<file path="src/common/sgc_pkg.sv">
// Summary of operation
// - buffer-share 1 lets all ports share the pool; 0 caps each port at one fifth; resets 1.
// - conformance drop mode set drops type/length 0x8808 or DA 01-80-C2-00-00-01.
// - conformance drop mode clear (reset) drops only frames classified as flow control.
// - link-change aging on: while aging is enabled, a link loss starts one fast pass, then aging resumes at the period fast-age selects.
// - any port losing its link ages out every learned address.
// - pass-all set forwards every frame including errored ones; debug use with sniffing.
// - transmit flow-control disable 0 follows negotiation; 1 never enables pause transmission.
// - receive flow-control disable 0 follows negotiation; 1 ignores received pause frames.
// - both flow-control disables reset from one strap, yet are written independently.
// - length check set drops frames with type/length below 1500 not matching real length.
// - aging enable turns table aging on or off; resets from a strap, pulled up enables.
// - fast-age set ages on an 800 us period instead of normal; resets 0.
// - aggressive backoff set gives half-duplex ports non-standard backoff; resets from strap.
`default_nettype none
package sgc_pkg;
    // ****************************************************
    // clock and timing
    // ****************************************************
    localparam int CLK_MHZ = 250;
    localparam int US_PER_S = 1000000;
    localparam int US_CYC = CLK_MHZ;
    localparam int AGE_NORMAL_S = 300;
    localparam int AGE_FAST_US = 800;
    localparam int AGE_NORMAL_US = AGE_NORMAL_S * US_PER_S;
    localparam logic [1:0] STRAP_SETTLE = 2'h3;
    // ****************************************************
    // register map (index, byte address = index * 4)
    // ****************************************************
    localparam logic [5:0] REG_GC0_IDX = 6'h02;
    localparam logic [5:0] REG_GC1_IDX = 6'h03;
    localparam logic [5:0] REG_STAT_IDX = 6'h06;
    localparam logic [7:0] ADDR_GC0 = {REG_GC0_IDX, 2'h0};
    localparam logic [7:0] ADDR_GC1 = {REG_GC1_IDX, 2'h0};
    localparam logic [7:0] ADDR_STAT = {REG_STAT_IDX, 2'h0};
    localparam int GC0_BUF_SHARE = 2;
    localparam int GC0_CONF_DROP = 1;
    localparam int GC0_LINK_AGE = 0;
    localparam int GC1_PASS_ALL = 7;
    localparam int GC1_TXFC_DIS = 5;
    localparam int GC1_RXFC_DIS = 4;
    localparam int GC1_LEN_CHK = 3;
    localparam int GC1_AGE_EN = 2;
    localparam int GC1_FAST_AGE = 1;
    localparam int GC1_AGGR_BO = 0;
    localparam int STAT_LINK_PASS = 0;
    localparam int STAT_AGE_ON = 1;
    localparam logic [7:0] GC0_RESET = 8'h4C;
    localparam logic [7:0] GC1_RESET = 8'h00;
    // ****************************************************
    // frame classification, port buffer pool and bus states
    // ****************************************************
    localparam logic [15:0] FC_TYPE = 16'h8808;
    localparam logic [47:0] FC_DA = 48'h0180C2000001;
    localparam logic [15:0] LEN_FIELD_MAX = 16'h05DC;
    localparam int NUM_PORTS = 5;
    localparam logic [9:0] POOL_BUFS = 10'h200;
    localparam logic [9:0] SHARE_DIV = 10'h005;
    localparam logic [9:0] PORT_CAP = POOL_BUFS / SHARE_DIV;
    typedef enum logic [2:0] {
        ST_STRAP = 3'h1,
        ST_IDLE = 3'h2,
        ST_ACK = 3'h4
    } sgc_bus_e;
endpackage
`default_nettype wire

</file>
<file path="src/common/sgc_age_if.sv">
`default_nettype none
interface sgc_age_if;
    logic enable;
    logic fast;
    logic link_start;
    logic pass;
    logic link_busy;
    modport ctl (output enable, output fast, output link_start, input pass, input link_busy);
    modport tmr (input enable, input fast, input link_start, output pass, output link_busy);
endinterface
`default_nettype wire

</file>
<file path="src/hdl/sgc_age_timer.sv">
`default_nettype none
module sgc_age_timer
    import sgc_pkg::*;
#(
    parameter int NORMAL_US = AGE_NORMAL_US,
    parameter int FAST_US = AGE_FAST_US
) (
    // clock and reset
    input wire logic ref_clk,
    input wire logic rstn,
    // control
    sgc_age_if.tmr age
);
    // ****************************************************
    // microsecond prescaler and period counter
    // ****************************************************
    logic [7:0] us_cnt, next_us_cnt;
    logic [31:0] per_cnt, next_per_cnt;
    logic link_mode, next_link_mode;
    logic pass, next_pass;
    logic [31:0] limit;

    always_comb begin
        limit = (age.fast || link_mode) ? 32'(FAST_US) : 32'(NORMAL_US);
        next_us_cnt = us_cnt;
        next_per_cnt = per_cnt;
        next_link_mode = link_mode;
        next_pass = 1'b0;
        if (age.link_start) begin
            // restart so the link pass gets a full fast period
            next_us_cnt = 8'h00;
            next_per_cnt = 32'h0;
            next_link_mode = 1'b1;
        end else if (!age.enable) begin
            next_us_cnt = 8'h00;
            next_per_cnt = 32'h0;
            next_link_mode = 1'b0;
        end else if (us_cnt == 8'(US_CYC - 1)) begin
            next_us_cnt = 8'h00;
            if (per_cnt >= limit - 32'h1) begin
                next_per_cnt = 32'h0;
                next_pass = 1'b1;
                next_link_mode = 1'b0;
            end else begin
                next_per_cnt = per_cnt + 32'h1;
            end
        end else begin
            next_us_cnt = us_cnt + 8'h01;
        end
    end

    always_ff @(posedge ref_clk or negedge rstn) begin
        if (!rstn) begin
            us_cnt <= 8'h00;
            per_cnt <= 32'h0;
            link_mode <= 1'b0;
            pass <= 1'b0;
        end else begin
            us_cnt <= next_us_cnt;
            per_cnt <= next_per_cnt;
            link_mode <= next_link_mode;
            pass <= next_pass;
        end
    end

    assign age.pass = pass;
    assign age.link_busy = link_mode;
endmodule
`default_nettype wire

</file>
<file path="src/hdl/sgc_top.sv">
// Local design decision: the Avalon-MM slave port.
`default_nettype none
module sgc_top
    import sgc_pkg::*;
#(
    parameter int NORMAL_US = AGE_NORMAL_US,
    parameter int FAST_US = AGE_FAST_US
) (
    // clock and reset
    input wire logic ref_clk,
    input wire logic rstn,
    // avalon-mm slave
    input wire logic [7:0] avs_address,
    input wire logic avs_read,
    input wire logic avs_write,
    input wire logic [31:0] avs_writedata,
    input wire logic [3:0] avs_byteenable,
    output logic [31:0] avs_readdata,
    output logic avs_waitrequest,
    // strap pins
    input wire logic flow_ctrl_strap_pin,
    input wire logic backoff_strap_pin,
    input wire logic aging_strap_pin,
    // port link and negotiation results
    input wire logic [NUM_PORTS-1:0] port_link,
    input wire logic an_pause_tx,
    input wire logic an_pause_rx,
    // received frame summary
    input wire logic frm_valid,
    input wire logic [15:0] frm_type_len,
    input wire logic [47:0] frm_da,
    input wire logic frm_is_flow_ctrl,
    input wire logic frm_err,
    input wire logic [15:0] frm_len,
    // frame verdict
    output logic frm_done,
    output logic frm_drop,
    // switch controls
    output logic [9:0] port_buf_cap,
    output logic pause_tx_en,
    output logic pause_rx_en,
    output logic aggr_backoff,
    output logic age_pass,
    output logic age_flush_all
);
    // ****************************************************
    // strap synchronisers
    // ****************************************************
    logic [2:0] strap_meta, strap_sync;
    logic [1:0] strap_cnt, next_strap_cnt;

    always_ff @(posedge ref_clk or negedge rstn) begin
        if (!rstn) begin
            strap_meta <= 3'h0;
            strap_sync <= 3'h0;
        end else begin
            strap_meta <= {aging_strap_pin, backoff_strap_pin, flow_ctrl_strap_pin};
            strap_sync <= strap_meta;
        end
    end

    // ****************************************************
    // register bank and bus slave
    // ****************************************************
    sgc_bus_e state, next_state;
    logic [7:0] gc0, next_gc0;
    logic [7:0] gc1, next_gc1;
    logic [31:0] next_readdata;
    logic next_waitrequest;
    logic [7:0] stat;
    sgc_age_if age ();

    assign stat = {6'h00, (gc1[GC1_AGE_EN] | age.link_busy), age.link_busy};

    always_comb begin
        next_state = state;
        next_gc0 = gc0;
        next_gc1 = gc1;
        next_readdata = avs_readdata;
        next_waitrequest = 1'b1;
        next_strap_cnt = strap_cnt;
        unique case (state)
            ST_STRAP: begin
                // hold off the bus until the synchronised straps are valid
                if (strap_cnt == STRAP_SETTLE) begin
                    next_gc1[GC1_TXFC_DIS] = strap_sync[0];
                    next_gc1[GC1_RXFC_DIS] = strap_sync[0];
                    next_gc1[GC1_AGGR_BO] = strap_sync[1];
                    next_gc1[GC1_AGE_EN] = strap_sync[2];
                    next_state = ST_IDLE;
                end else begin
                    next_strap_cnt = strap_cnt + 2'h1;
                end
            end
            ST_IDLE: begin
                if (avs_read || avs_write) begin
                    next_state = ST_ACK;
                    next_waitrequest = 1'b0;
                    if (avs_address == ADDR_GC0) begin
                        next_readdata = {24'h0, gc0};
                    end else if (avs_address == ADDR_GC1) begin
                        next_readdata = {24'h0, gc1};
                    end else if (avs_address == ADDR_STAT) begin
                        next_readdata = {24'h0, stat};
                    end else begin
                        next_readdata = 32'h0;
                    end
                end
            end
            ST_ACK: begin
                next_state = ST_IDLE;
                // write lands on the edge where the master sees waitrequest low
                if (avs_write && avs_byteenable[0]) begin
                    if (avs_address == ADDR_GC0) begin
                        next_gc0 = avs_writedata[7:0];
                    end
                    if (avs_address == ADDR_GC1) begin
                        next_gc1 = avs_writedata[7:0];
                    end
                end
            end
            default: begin
                next_state = ST_IDLE;
            end
        endcase
    end

    always_ff @(posedge ref_clk or negedge rstn) begin
        if (!rstn) begin
            state <= ST_STRAP;
            gc0 <= GC0_RESET;
            gc1 <= GC1_RESET;
            avs_readdata <= 32'h0;
            avs_waitrequest <= 1'b1;
            strap_cnt <= 2'h0;
        end else begin
            state <= next_state;
            gc0 <= next_gc0;
            gc1 <= next_gc1;
            avs_readdata <= next_readdata;
            avs_waitrequest <= next_waitrequest;
            strap_cnt <= next_strap_cnt;
        end
    end

    // ****************************************************
    // frame filter
    // ****************************************************
    logic next_frm_done, next_frm_drop;
    logic conf_hit, len_bad;

    always_comb begin
        conf_hit = (frm_type_len == FC_TYPE) || (frm_da == FC_DA);
        len_bad = (frm_type_len < LEN_FIELD_MAX) && (frm_len != frm_type_len);
        next_frm_done = frm_valid;
        next_frm_drop = 1'b0;
        if (frm_valid && !gc1[GC1_PASS_ALL]) begin
            // pass-all forwards everything, so it masks every drop below
            next_frm_drop = frm_err;
            if (gc0[GC0_CONF_DROP] ? conf_hit : frm_is_flow_ctrl) begin
                next_frm_drop = 1'b1;
            end
            if (gc1[GC1_LEN_CHK] && len_bad) begin
                next_frm_drop = 1'b1;
            end
        end
    end

    // ****************************************************
    // aging control and static controls
    // ****************************************************
    logic [NUM_PORTS-1:0] link_prev;
    logic link_lost;
    logic [9:0] next_port_buf_cap;
    logic next_pause_tx_en, next_pause_rx_en, next_aggr_backoff;

    always_comb begin
        link_lost = |(link_prev & ~port_link);
        age.enable = gc1[GC1_AGE_EN];
        age.fast = gc1[GC1_FAST_AGE];
        age.link_start = link_lost && gc0[GC0_LINK_AGE];
        next_port_buf_cap = gc0[GC0_BUF_SHARE] ? POOL_BUFS : PORT_CAP;
        next_pause_tx_en = an_pause_tx && !gc1[GC1_TXFC_DIS];
        next_pause_rx_en = an_pause_rx && !gc1[GC1_RXFC_DIS];
        next_aggr_backoff = gc1[GC1_AGGR_BO];
    end

    sgc_age_timer #(
        .NORMAL_US(NORMAL_US),
        .FAST_US(FAST_US)
    ) u_age (
        .ref_clk(ref_clk),
        .rstn(rstn),
        .age(age.tmr)
    );

    always_ff @(posedge ref_clk or negedge rstn) begin
        if (!rstn) begin
            frm_done <= 1'b0;
            frm_drop <= 1'b0;
            link_prev <= '0;
            port_buf_cap <= POOL_BUFS;
            pause_tx_en <= 1'b0;
            pause_rx_en <= 1'b0;
            aggr_backoff <= 1'b0;
            age_pass <= 1'b0;
            age_flush_all <= 1'b0;
        end else begin
            frm_done <= next_frm_done;
            frm_drop <= next_frm_drop;
            link_prev <= port_link;
            port_buf_cap <= next_port_buf_cap;
            pause_tx_en <= next_pause_tx_en;
            pause_rx_en <= next_pause_rx_en;
            aggr_backoff <= next_aggr_backoff;
            age_pass <= age.pass;
            age_flush_all <= link_lost;
        end
    end
endmodule
`default_nettype wire

</file>
<file path="config.mk">
export PLATFORM = sky130hd
export DESIGN_NAME = sgc_top
export DESIGN_NICKNAME = d
export VERILOG_FILES = /design/src/common/sgc_pkg.sv /design/src/common/sgc_age_if.sv /design/src/hdl/sgc_age_timer.sv /design/src/hdl/sgc_top.sv
export SDC_FILE = /design/constraint.sdc
export NUM_CORES = 1
export LEC_CHECK = 0
export BUFFER_PORTS_ARGS = -buffer_cell sky130_fd_sc_hd__buf_2
export CORE_MARGIN = 2
export CORE_UTILIZATION = 45
export DETAILED_ROUTE_END_ITERATION = 6
export PLACE_DENSITY = 0.75
export SYNTH_ARGS = -nofsm -noshare
export SYNTH_HDL_FRONTEND = slang
export SYNTH_SLANG_ARGS = --single-unit
</file>
<file path="constraint.sdc">
create_clock -name ref_clk -period 2.69 [get_ports ref_clk]
set_input_delay 0.1345 -clock ref_clk [delete_from_list [all_inputs] [get_ports ref_clk]]
set_output_delay 0.1345 -clock ref_clk [all_outputs]
set_load 0.005 [all_outputs]
</file>
==> results of run 1 <==
-- kinds of logic after synthesis --
group | count (synthesis)
other | 1
adders and majority gates | 16
and+or+nand+nor | 238
AOI/OAI and AO/OA | 87
buffers and inverters | 70
DFF | 92
xor gates and xnor gates | 23
muxes | 24
-- layout make-up --
| type | instances | area (um^2) |
|---|---|---|
| tap | 143 | 179 |
| fill | 972 | 4810 |
| clock buffer | 9 | 225 |
| sequential | 92 | 2310 |
| multi-input combinational | 417 | 2640 |
| timing repair buffer | 175 | 1060 |
| inverter | 20 | 75.1 |
| clock inverter | 7 | 67.6 |
-- timing repair --
action,in CTS,in global routing
resized for setup,1,1
cloned,0,1
endpoints found under the hold margin,46,0
endpoints found under the setup margin,1,21
pin swaps,0,1
setup buffers,0,1
hold buffers,11,0
-- metal layers --
metal	vias up	global-route usage [%]
li1	2305	-
met1	2357	30.7
met2	180	36.4
met3	16	5.06
met4	0	7.72
met5	-	0
-- registers in the layout (all words and copies together) (netlist names), 2 cells and up --
register       flops
u_age.per_cnt     32
strap_sync         3
avs_readdata       8
state              3
strap_cnt          2
gc0                8
gc1                8
link_prev          5
u_age.us_cnt       8
strap_meta         3
port_buf_cap       2
-- critical path: cells and delay by family, from the launching register on --
kind	cells	cell delay, ns
simple gates	3	0.50
flops	1	0.38
buf+inv	2	0.36
fa+ha+maj	1	0.31
compound gates	4	0.86
-- per-stage QoR --
stage	hold WS (ns)	setup WS, ns	cells
3_3_place_gp	0.155	0.120	834
3_5_place_dp	0.159	0.0364	834
2_1_floorplan	-0.161	0.151	579
5_1_grt	0.0151	0.0344	863
4_1_cts	0.00253	0.0261	861
6_report	0.0221	0.189	863
-- report_power, final --
group	switching, uW	internal (uW)
Clock	595	651
Sequential	88.7	1520
Combinational	564	418
Total	1250	2590
-- placed cells by master (no fill, tap or decap), drive strengths merged, types with 2 or more instances in the layout --
cell type	instances
a211oi	2
a21o	3
a21oi	13
a221oi	6
a22o	7
a31oi	21
and2	2
and3	9
and4	2
buf	163
clkbuf	10
clkinv	4
conb	29
dfrtp	86
dfstp	6
dlygate4sd3	11
ha	16
inv	23
mux2	16
mux2i	8
nand2	48
nand2b	3
nand3	34
nand4	30
nor2	48
nor2b	5
nor3	21
nor4	22
nor4b	8
o211ai	4
o21a	4
o21ai	8
o22ai	7
or3	2
or4	2
xnor2	4
xor2	19
-- worst max-delay path by stage --
stage / from / to / slack (ns) / cells past startpoint
finish: u_age.age.link_busy / u_age.per_cnt[11] / 0.19 / 10
global route: gc1[1] / u_age.per_cnt[11] / 0.03 / 10
CTS: u_age.age.link_busy / u_age.per_cnt[11] / 0.03 / 10
detailed placement: u_age.age.link_busy / u_age.per_cnt[11] / 0.04 / 10
global placement: u_age.age.link_busy / u_age.per_cnt[11] / 0.12 / 10
floorplan: u_age.age.link_busy / u_age.per_cnt[4] / 0.15 / 9
==> flow_metrics.env, run 1 <==
export IMPL_async_flop_share_pct=100
export IMPL_hold_path_class="in -> reg"
export IMPL_core_rowCount=39
export IMPL_setup_worst_path_start_class="register"
export IMPL_cts_root_buf="clkbuf_16"
export IMPL_critPathArrivalTime_ns=2.77
export IMPL_hold_viol_final=0
export IMPL_core_area_um2=11400
export IMPL_dieHeight_um=112
export IMPL_met3_length_um=925
export IMPL_synth_most_common_cell="dfrtp_1"
export IMPL_synth_commonest_cells="86 x dfrtp_1, 48 x nand2_1, 46 x nor2_1"
export IMPL_wl_met2_um=6710
export IMPL_io_pins=191
export IMPL_drtPass1Iterations=5
export IMPL_relSlewSlack_pct=49.1
export IMPL_fin_crit_sh_pct=93.0
export IMPL_drv_cap=0
export IMPL_synth_simple_area_share_pct=23.6
export IMPL_total_power_uw=3840
export IMPL_synth_top_flop_cell="dfrtp_1"
export IMPL_routed_top_layer="met4"
export IMPL_r2r_start="u_age.age.link_busy"
export IMPL_final_util_pct=57.7
export IMPL_grt_max_degree=44
export IMPL_critical_path_class="reg -> reg"
export IMPL_rsz0062_at_grt="false"
export IMPL_hold_path_depth=2
export IMPL_start_util_pct=46.1
export IMPL_yosys_warnings=0
export IMPL_cts_sinks=92
export IMPL_fin_area_um2=6560
export IMPL_worstPathMaxFanout=11
export IMPL_die_area_um2=12500
export IMPL_grt_pass1_vias=4774
export IMPL_dpl_hpwl_um=10400
export IMPL_max_clock_path_buffers=2
export IMPL_num_vias=4858
export IMPL_synth_cells=551
export IMPL_r2r_slack_ns=0.19
export IMPL_antennaDiodeCount=0
export IMPL_cts_tree="built"
export IMPL_wire_per_inst_um=16.1
export IMPL_htree_num_levels=3
export IMPL_gr_total_overflow=0
export IMPL_netlist_area_leader_share_pct=41.1
export IMPL_synth_cell_area_um2=5240
export IMPL_synth_adder_area_share_pct=3.82
export IMPL_place_area_um2=6120
export IMPL_cp_cell_sequence="or2_4 -> ha_1 -> a211o_1 -> nand2_1 -> o21ai_1 -> o311ai_4 -> buf_12 -> buf_4 -> nand4_1 -> a31oi_1"
export IMPL_skew_ns=0.00757
export IMPL_clkTransAtPathRegs_ns=0.07
export IMPL_synth_compound_area_share_pct=11.8
export IMPL_tightest_slew_ns=0.757
export IMPL_synth_edf_count=0
export IMPL_syn2layout_area_growth_pct=25.2
export IMPL_status="completed"
export IMPL_fmax_mhz=400
export IMPL_crit_required_ns=2.96
export IMPL_cpPeakStageDelay_ns=0.38
export IMPL_grt_usage_pct=22.7
export IMPL_synth_xor_area_share_pct=3.84
export IMPL_cts_buffers_inserted=9
export IMPL_port_buffers=134
export IMPL_yosysUniqueCellTypes=60
export IMPL_yosys_register_bits=92
export IMPL_grt_pass1_wl_um=23200
export IMPL_period_needed_ns=2.50
export IMPL_yosys_area_top_type="dfrtp_1"
export IMPL_drive_gt1_share_pct=29.4
export IMPL_reg2reg_to="u_age.per_cnt[11]"
export IMPL_setup_viol=0
export IMPL_synth_area_mux_share_pct=4.96
export IMPL_power_leakage_uw=0.00308
export IMPL_slew_violations=0
export IMPL_worstSkewPairLatency_ns=0.35
export IMPL_synth_area_top_cells="dfrtp_1 41%, buf_4 4.7%, ha_1 3.8%"
export IMPL_avgSynthCellArea_um2=9.51
export IMPL_globalplace_congestion=0.891
export IMPL_die_w_um=112
export IMPL_min_from="an_pause_tx"
export IMPL_critPathSlowestCell="dfrtp_1"
export IMPL_ys_seq_area_share_pct=44.1
export IMPL_drc_errors=0
export IMPL_drt_initial_drc_count=417
export IMPL_worst_r2r_cell_count=10
export IMPL_hold_end="pause_tx_en"
export IMPL_vdd_drop_max_mv=0.359
export IMPL_synth_top_family_by_area="simple AND/OR/NAND/NOR gates"
export IMPL_p_per_area_nw_per_um2=585
export IMPL_avgViaCountPerCell=5.63
export IMPL_ant_nets=0
export IMPL_wl_um=13900
export IMPL_drt_met1_wl_um=6070
export IMPL_nNetsFinal=872
export IMPL_cp_end_kind="register"
export IMPL_antenna_found_initial=0
export IMPL_tns_ns=0
Power figures use the tool's default switching activity.
==> run 2, diff against run 1 <==
- CORE_UTILIZATION: 45 -> 47
- CTS_BUF_LIST: not set -> sky130_fd_sc_hd__clkbuf_8
- PLACE_DENSITY: 0.75 -> 0.77
==> run 2 against run 1 <==
Sequential cell count stayed put. Combinational power is 4% higher. Setup slack worse by 0.080 ns. Sequential power hardly changed. Largest power group unchanged. Worst hold slack better by 0.00096 ns. Global-route usage is 0.49 points higher. Final cell count is 0.46% higher. Critical path type unchanged.
==> flow_metrics.env, run 2 (synthesis gave the netlist of run 1 again) <==
export IMPL_syn2layout_area_growth_pct=24.0
export IMPL_vdd_drop_max_mv=0.317
export IMPL_num_vias=4801
export IMPL_start_util_pct=48.4
export IMPL_cp_end_kind="register"
export IMPL_globalplace_congestion=0.861
export IMPL_die_w_um=110
export IMPL_setup_viol=0
export IMPL_clkTransAtPathRegs_ns=0.10
export IMPL_relSlewSlack_pct=48.5
export IMPL_rsz0062_at_grt="false"
export IMPL_die_area_um2=12000
export IMPL_path_delay_family="compound AO/OA/AOI/OAI gates"
export IMPL_critPathArrivalTime_ns=2.87
export IMPL_tightest_slew_ns=0.767
export IMPL_crit_required_ns=2.98
export IMPL_hold_path_class="in -> reg"
export IMPL_wire_per_inst_um=15.6
export IMPL_drt_met1_wl_um=6080
export IMPL_max_clock_path_buffers=2
export IMPL_final_cell_mix="133 x buf_2, 86 x dfrtp_1, 48 x nand2_1"
export IMPL_met3_length_um=871
export IMPL_port_buffers=134
export IMPL_tns_ns=0
export IMPL_p_per_area_nw_per_um2=558
export IMPL_core_rowCount=38
export IMPL_grt_pass1_vias=4590
export IMPL_largest_reg_flops=32
export IMPL_fmax_mhz=388
export IMPL_cpPeakStageDelay_ns=0.41
export IMPL_gr_total_overflow=0
export IMPL_dpl_hpwl_um=10400
export IMPL_place_area_um2=6120
export IMPL_wl_met2_um=6430
export IMPL_core_area_um2=10800
export IMPL_dieHeight_um=110
export IMPL_fin_area_um2=6500
export IMPL_cts_root_buf="clkbuf_8"
export IMPL_antennaDiodeCount=0
export IMPL_cts_tree="built"
export IMPL_avgViaCountPerCell=5.54
export IMPL_antenna_found_initial=0
export IMPL_cts_sinks=92
export IMPL_setup_worst_path_start_class="register"
export IMPL_cp_cell_sequence="or2_4 -> ha_1 -> a211o_1 -> nand2_1 -> o21ai_1 -> o311ai_4 -> buf_12 -> buf_4 -> nand4_1 -> a31oi_1"
export IMPL_cts_buffers_inserted=9
export IMPL_fin_crit_sh_pct=95.9
export IMPL_total_power_uw=3630
export IMPL_htree_num_levels=3
export IMPL_wl_um=13600
export IMPL_final_common_cell="buf_2"
export IMPL_drt_initial_drc_count=256
export IMPL_period_needed_ns=2.58
export IMPL_critical_path_class="reg -> reg"
export IMPL_drc_errors=0
export IMPL_power_leakage_uw=0.00305
export IMPL_drtPass1Iterations=5
export IMPL_worstPathMaxFanout=14
export IMPL_drive_gt1_share_pct=29.4
export IMPL_nNetsFinal=879
export IMPL_critPathSlowestCell="dfrtp_1"
export IMPL_hold_viol_final=0
export IMPL_io_pins=191
export IMPL_crit_buf_inv=2
export IMPL_slew_violations=0
export IMPL_grt_usage_pct=23.2
export IMPL_worstSkewPairLatency_ns=0.37
export IMPL_skew_ns=0.0125
export IMPL_routed_top_layer="met4"
export IMPL_ant_nets=0
export IMPL_status="completed"
export IMPL_finalHoldWorstSlack_ns=0.0231
export IMPL_regMostFlops="u_age.per_cnt"
export IMPL_grt_max_degree=54
export IMPL_grt_pass1_wl_um=21800
export IMPL_drv_cap=0
==> run 2: cell types whose count changed in the layout (fill, tap and decap cells not counted), sizes merged <==
cell         previous run  this run
inv                    23        22
dlygate4sd3            11        16
buf                   163       166
clkbuf                 10         9
bufinv                  0         1
clkinv                  4         3
clkinvlp                0         1
==> run 2: final cells by class <==
cell class / count / area, um^2
sequential: 92 / 2310
fill: 935 / 4340
timing repair buffer: 182 / 1090
inverter: 20 / 75.1
clock buffer: 9 / 124
multi-input combinational: 417 / 2640
tap: 140 / 175
clock inverter: 7 / 91.3
==> run 2: final timing paths <==
kind / depth (start not counted) / startpoint / to / slack [ns]
min in group asynchronous: 2 / rstn / avs_readdata[6] / 0.32
hold / removal: 2 / frm_err / frm_drop / 0.02
max in group asynchronous: 3 / rstn / gc0[2] / 1.56
setup / recovery: 10 / gc1[1] / u_age.per_cnt[4] / 0.11
setup reg to reg: 10 / gc1[1] / u_age.per_cnt[4] / 0.11
hold reg to reg: 0 / strap_meta[2] / strap_sync[2] / 0.35
==> run 2: per-layer routing <==
layer  vias to the layer above  global-route usage, %
li1                       2315                      -
met1                      2290                   30.2
met2                       178                   38.2
met3                        18                   5.75
met4                         0                   6.78
met5                         -                      0
==> run 2: what timing repair did <==
item,CTS,global route
buffers inserted,0,0
endpoints found under the hold margin,66,0
resized for setup,0,1
setup endpoints to repair,0,17
hold buffers,16,0
==> run 2: where the power goes <==
part           total (uW)  switching [uW]  internal [uW]
Combinational        1020             567            451
Clock                 998             546            452
Sequential           1610            89.6           1520
==> run 2: per-stage QoR <==
| stage | worst slack, ns | util (%) | std cells |
|---|---|---|---|
| finish | 0.110 | 59.9 | 867 |
| global route | 0.00833 | 59.9 | 867 |
| CTS | 0.0277 | 59.9 | 867 |
| detailed placement | 0.0830 | 56.5 | 835 |
| global placement | 0.116 | 56.5 | 835 |
| floorplan | 0.151 | - | 579 |
==> run 3, diff against run 2 <==
- ABC_AREA: not set -> 1
==> run 3 against run 2 <==
The flow now finishes with violations (design-rule violations). Critical path depth rose by 5. Largest cell class unchanged. Highest routed layer unchanged. Design area rose by 2.1%. Total power fell by 4.3%. Clock-buffer cell count rose by 1. Clock skew fell by 0.0026 ns. Non-clock buffer count fell by 31. Worst hold slack improved by 0.0069 ns. Synthesized cell count rose by 30%. Largest power group unchanged. Critical path type unchanged. Global-route usage fell by 4.2 points. Sequential share of layout area fell by 0.74 points. Sequential cell count did not move.
==> flow_metrics.env, run 3 <==
export IMPL_slew_violations=0
export IMPL_cts_buffers_inserted=9
export IMPL_die_w_um=113
export IMPL_grt_usage_pct=18.9
export IMPL_nNetsFinal=1024
export IMPL_drc_errors=20
export IMPL_relSlewSlack_pct=63.7
export IMPL_power_leakage_uw=0.00345
export IMPL_stdcell_count=1015
export IMPL_critical_path_class="reg -> reg"
export IMPL_core_area_um2=11500
export IMPL_io_pins=191
export IMPL_final_common_cell="nand2_1"
export IMPL_hold_viol_final=0
export IMPL_clkTransAtPathRegs_ns=0.09
export IMPL_num_vias=4878
export IMPL_vdd_drop_max_mv=0.481
export IMPL_avgSynthCellArea_um2=7.78
export IMPL_drv_cap=0
export IMPL_cp_cell_sequence="nor2_1 -> inv_1 -> ha_1 -> nand2_1 -> inv_1 -> nand2_1 -> nor2_1 -> nand2_1 -> nand2_1 -> nand2_1 -> nand2_2 -> nand2_2 -> nand2_2 -> buf_12 -> nor2_2"
export IMPL_synth_cells=716
export IMPL_grt_pass1_vias=4565
export IMPL_synth_top_flop_cell="dfrtp_1"
export IMPL_start_util_pct=48.4
export IMPL_crit_required_ns=2.94
export IMPL_synth_most_common_cell="nand2_1"
export IMPL_worstSkewPairLatency_ns=0.36
export IMPL_worstPathMaxFanout=20
export IMPL_drive_gt1_share_pct=26.0
export IMPL_wire_per_inst_um=11.6
export IMPL_grt_max_degree=50
export IMPL_synth_edf_count=0
export IMPL_synth_cell_area_um2=5570
export IMPL_tightest_slew_ns=0.545
export IMPL_p_per_area_nw_per_um2=523
export IMPL_final_cell_mix="166 x nand2_1, 133 x buf_2, 101 x nor2_1"
export IMPL_globalplace_congestion=0.801
export IMPL_antennaDiodeCount=0
export IMPL_drtPass1Iterations=7
export IMPL_yosys_register_bits=92
export IMPL_critPathSlowestCell="dfrtp_1"
export IMPL_netlist_area_leader_share_pct=38.6
export IMPL_dieHeight_um=113
export IMPL_avgViaCountPerCell=4.81
export IMPL_fmax_mhz=425
export IMPL_tns_ns=0
export IMPL_setup_viol=0
export IMPL_cts_tree="built"
export IMPL_wl_um=11800
export IMPL_yosys_warnings=0
export IMPL_core_rowCount=39
export IMPL_holdBufCountCts=14
export IMPL_yosysUniqueCellTypes=38
export IMPL_regMostFlops="u_age.per_cnt"
export IMPL_cts_resized=0
export IMPL_syn2layout_area_growth_pct=19.2
export IMPL_period_needed_ns=2.35
export IMPL_cts_sinks=92
export IMPL_dpl_hpwl_um=9150
export IMPL_cts_root_buf="clkbuf_8"
export IMPL_drt_initial_drc_count=225
export IMPL_synth_area_top_cells="dfrtp_1 39%, nand2_1 11%, nor2_1 6.8%"
export IMPL_violations="design-rule violations"
export IMPL_place_ws_ns=0.343
export IMPL_total_power_uw=3470
export IMPL_antenna_found_initial=0
export IMPL_ant_nets=0
export IMPL_path_common_cell="nand2_1"
export IMPL_cp_end_kind="register"
export IMPL_ys_seq_area_share_pct=41.5
export IMPL_hold_path_class="in -> reg"
export IMPL_htree_num_levels=3
export IMPL_postCtsSetupRepairBufs=0
export IMPL_fill_cells=1034
export IMPL_rsz0062_at_grt="false"
export IMPL_largest_reg_flops=32
export IMPL_fin_area_um2=6640
export IMPL_place_area_um2=6270
export IMPL_max_clock_path_buffers=2
export IMPL_critPathArrivalTime_ns=2.60
export IMPL_die_area_um2=12700
export IMPL_final_setup_worst_slack_ns=0.337
export IMPL_fin_crit_sh_pct=87.5
export IMPL_cpPeakStageDelay_ns=0.42
export IMPL_yosys_area_top_type="dfrtp_1"
export IMPL_status="finished with violations"
export IMPL_skew_ns=0.00985
export IMPL_port_buffers=134
export IMPL_synth_commonest_cells="166 x nand2_1, 101 x nor2_1, 89 x inv_1"
export IMPL_grt_pass1_wl_um=19800
export IMPL_async_flop_share_pct=100
export IMPL_dp_cells=985
export IMPL_setup_worst_path_start_class="register"
export IMPL_gr_total_overflow=0
==> run 3: cell count changes after synthesis, sizes merged, moves of 8 or more <==
cell | before | now
nor2 | 48 | 131
o21ai | 8 | 29
nor4 | 22 | 1
xnor2 | 4 | 18
a31oi | 21 | 0
nand2 | 48 | 178
xor2 | 19 | 9
mux2 | 16 | 0
and3 | 9 | 0
nor4b | 8 | 0
mux2i | 8 | 0
inv | 19 | 97
==> run 3: area by class of cell <==
class,instances,area (um^2),share of cell area [%]
clock inverter,6,91.3,1.38
sequential,92,2310,34.8
clock buffer,10,138,2.07
inverter,98,368,5.54
timing repair buffer,151,861,13.0
tap,143,179,2.70
multi-input combinational,515,2690,40.5
==> run 3: cell families after synthesis <==
family / Yosys count / synth area share (%)
simple gates: 384 / 32.0
buf+inv: 137 / 12.1
flops: 92 / 41.5
compound gates: 59 / 6.49
xor+xnor: 27 / 4.25
fa+ha+maj: 16 / 3.59
other cells: 1 / 0.0673
==> run 3: metal layers <==
layer | track usage (%) | wire (um)
met5 | 0 | 0
met2 | 34.1 | 5790
met3 | 2.14 | 810
met1 | 23.3 | 4940
met4 | 7.40 | 232
==> run 3: critical path: cells and delay by family (launching register included) <==
| family | cells | cell delay, ns |
|---|---|---|
| buf+inv | 3 | 0.48 |
| fa+ha+maj | 1 | 0.40 |
| flops | 1 | 0.42 |
| simple gates | 11 | 0.94 |
==> run 3: where the power goes <==
group	switching [uW]	total, uW	internal [uW]
Sequential	86.5	1600	1520
Clock	495	1050	557
Combinational	501	816	315
==> run 3: path summary, 6_finish.rpt <==
check,start,endpoint,slack (ns),cells past startpoint
worst min register to register,strap_meta[1],strap_sync[1],0.35,0
worst max register to register,u_age.age.link_busy,u_age.per_cnt[21],0.34,15
worst max-delay path,u_age.age.link_busy,u_age.per_cnt[21],0.34,15
max in group asynchronous,rstn,port_buf_cap[9],1.71,3
worst min-delay path,avs_writedata[4],gc0[4],0.03,3
min in group asynchronous,rstn,gc0[4],0.30,2
==> run 3: metrics by stage <==
step / hold WS [ns] / util, %
finish: 0.0301 / 57.6
global route: 0.0263 / 57.6
CTS: 0.00732 / 57.6
detailed placement: 0.156 / 54.4
global placement: 0.160 / 54.4
floorplan: -0.161 / -
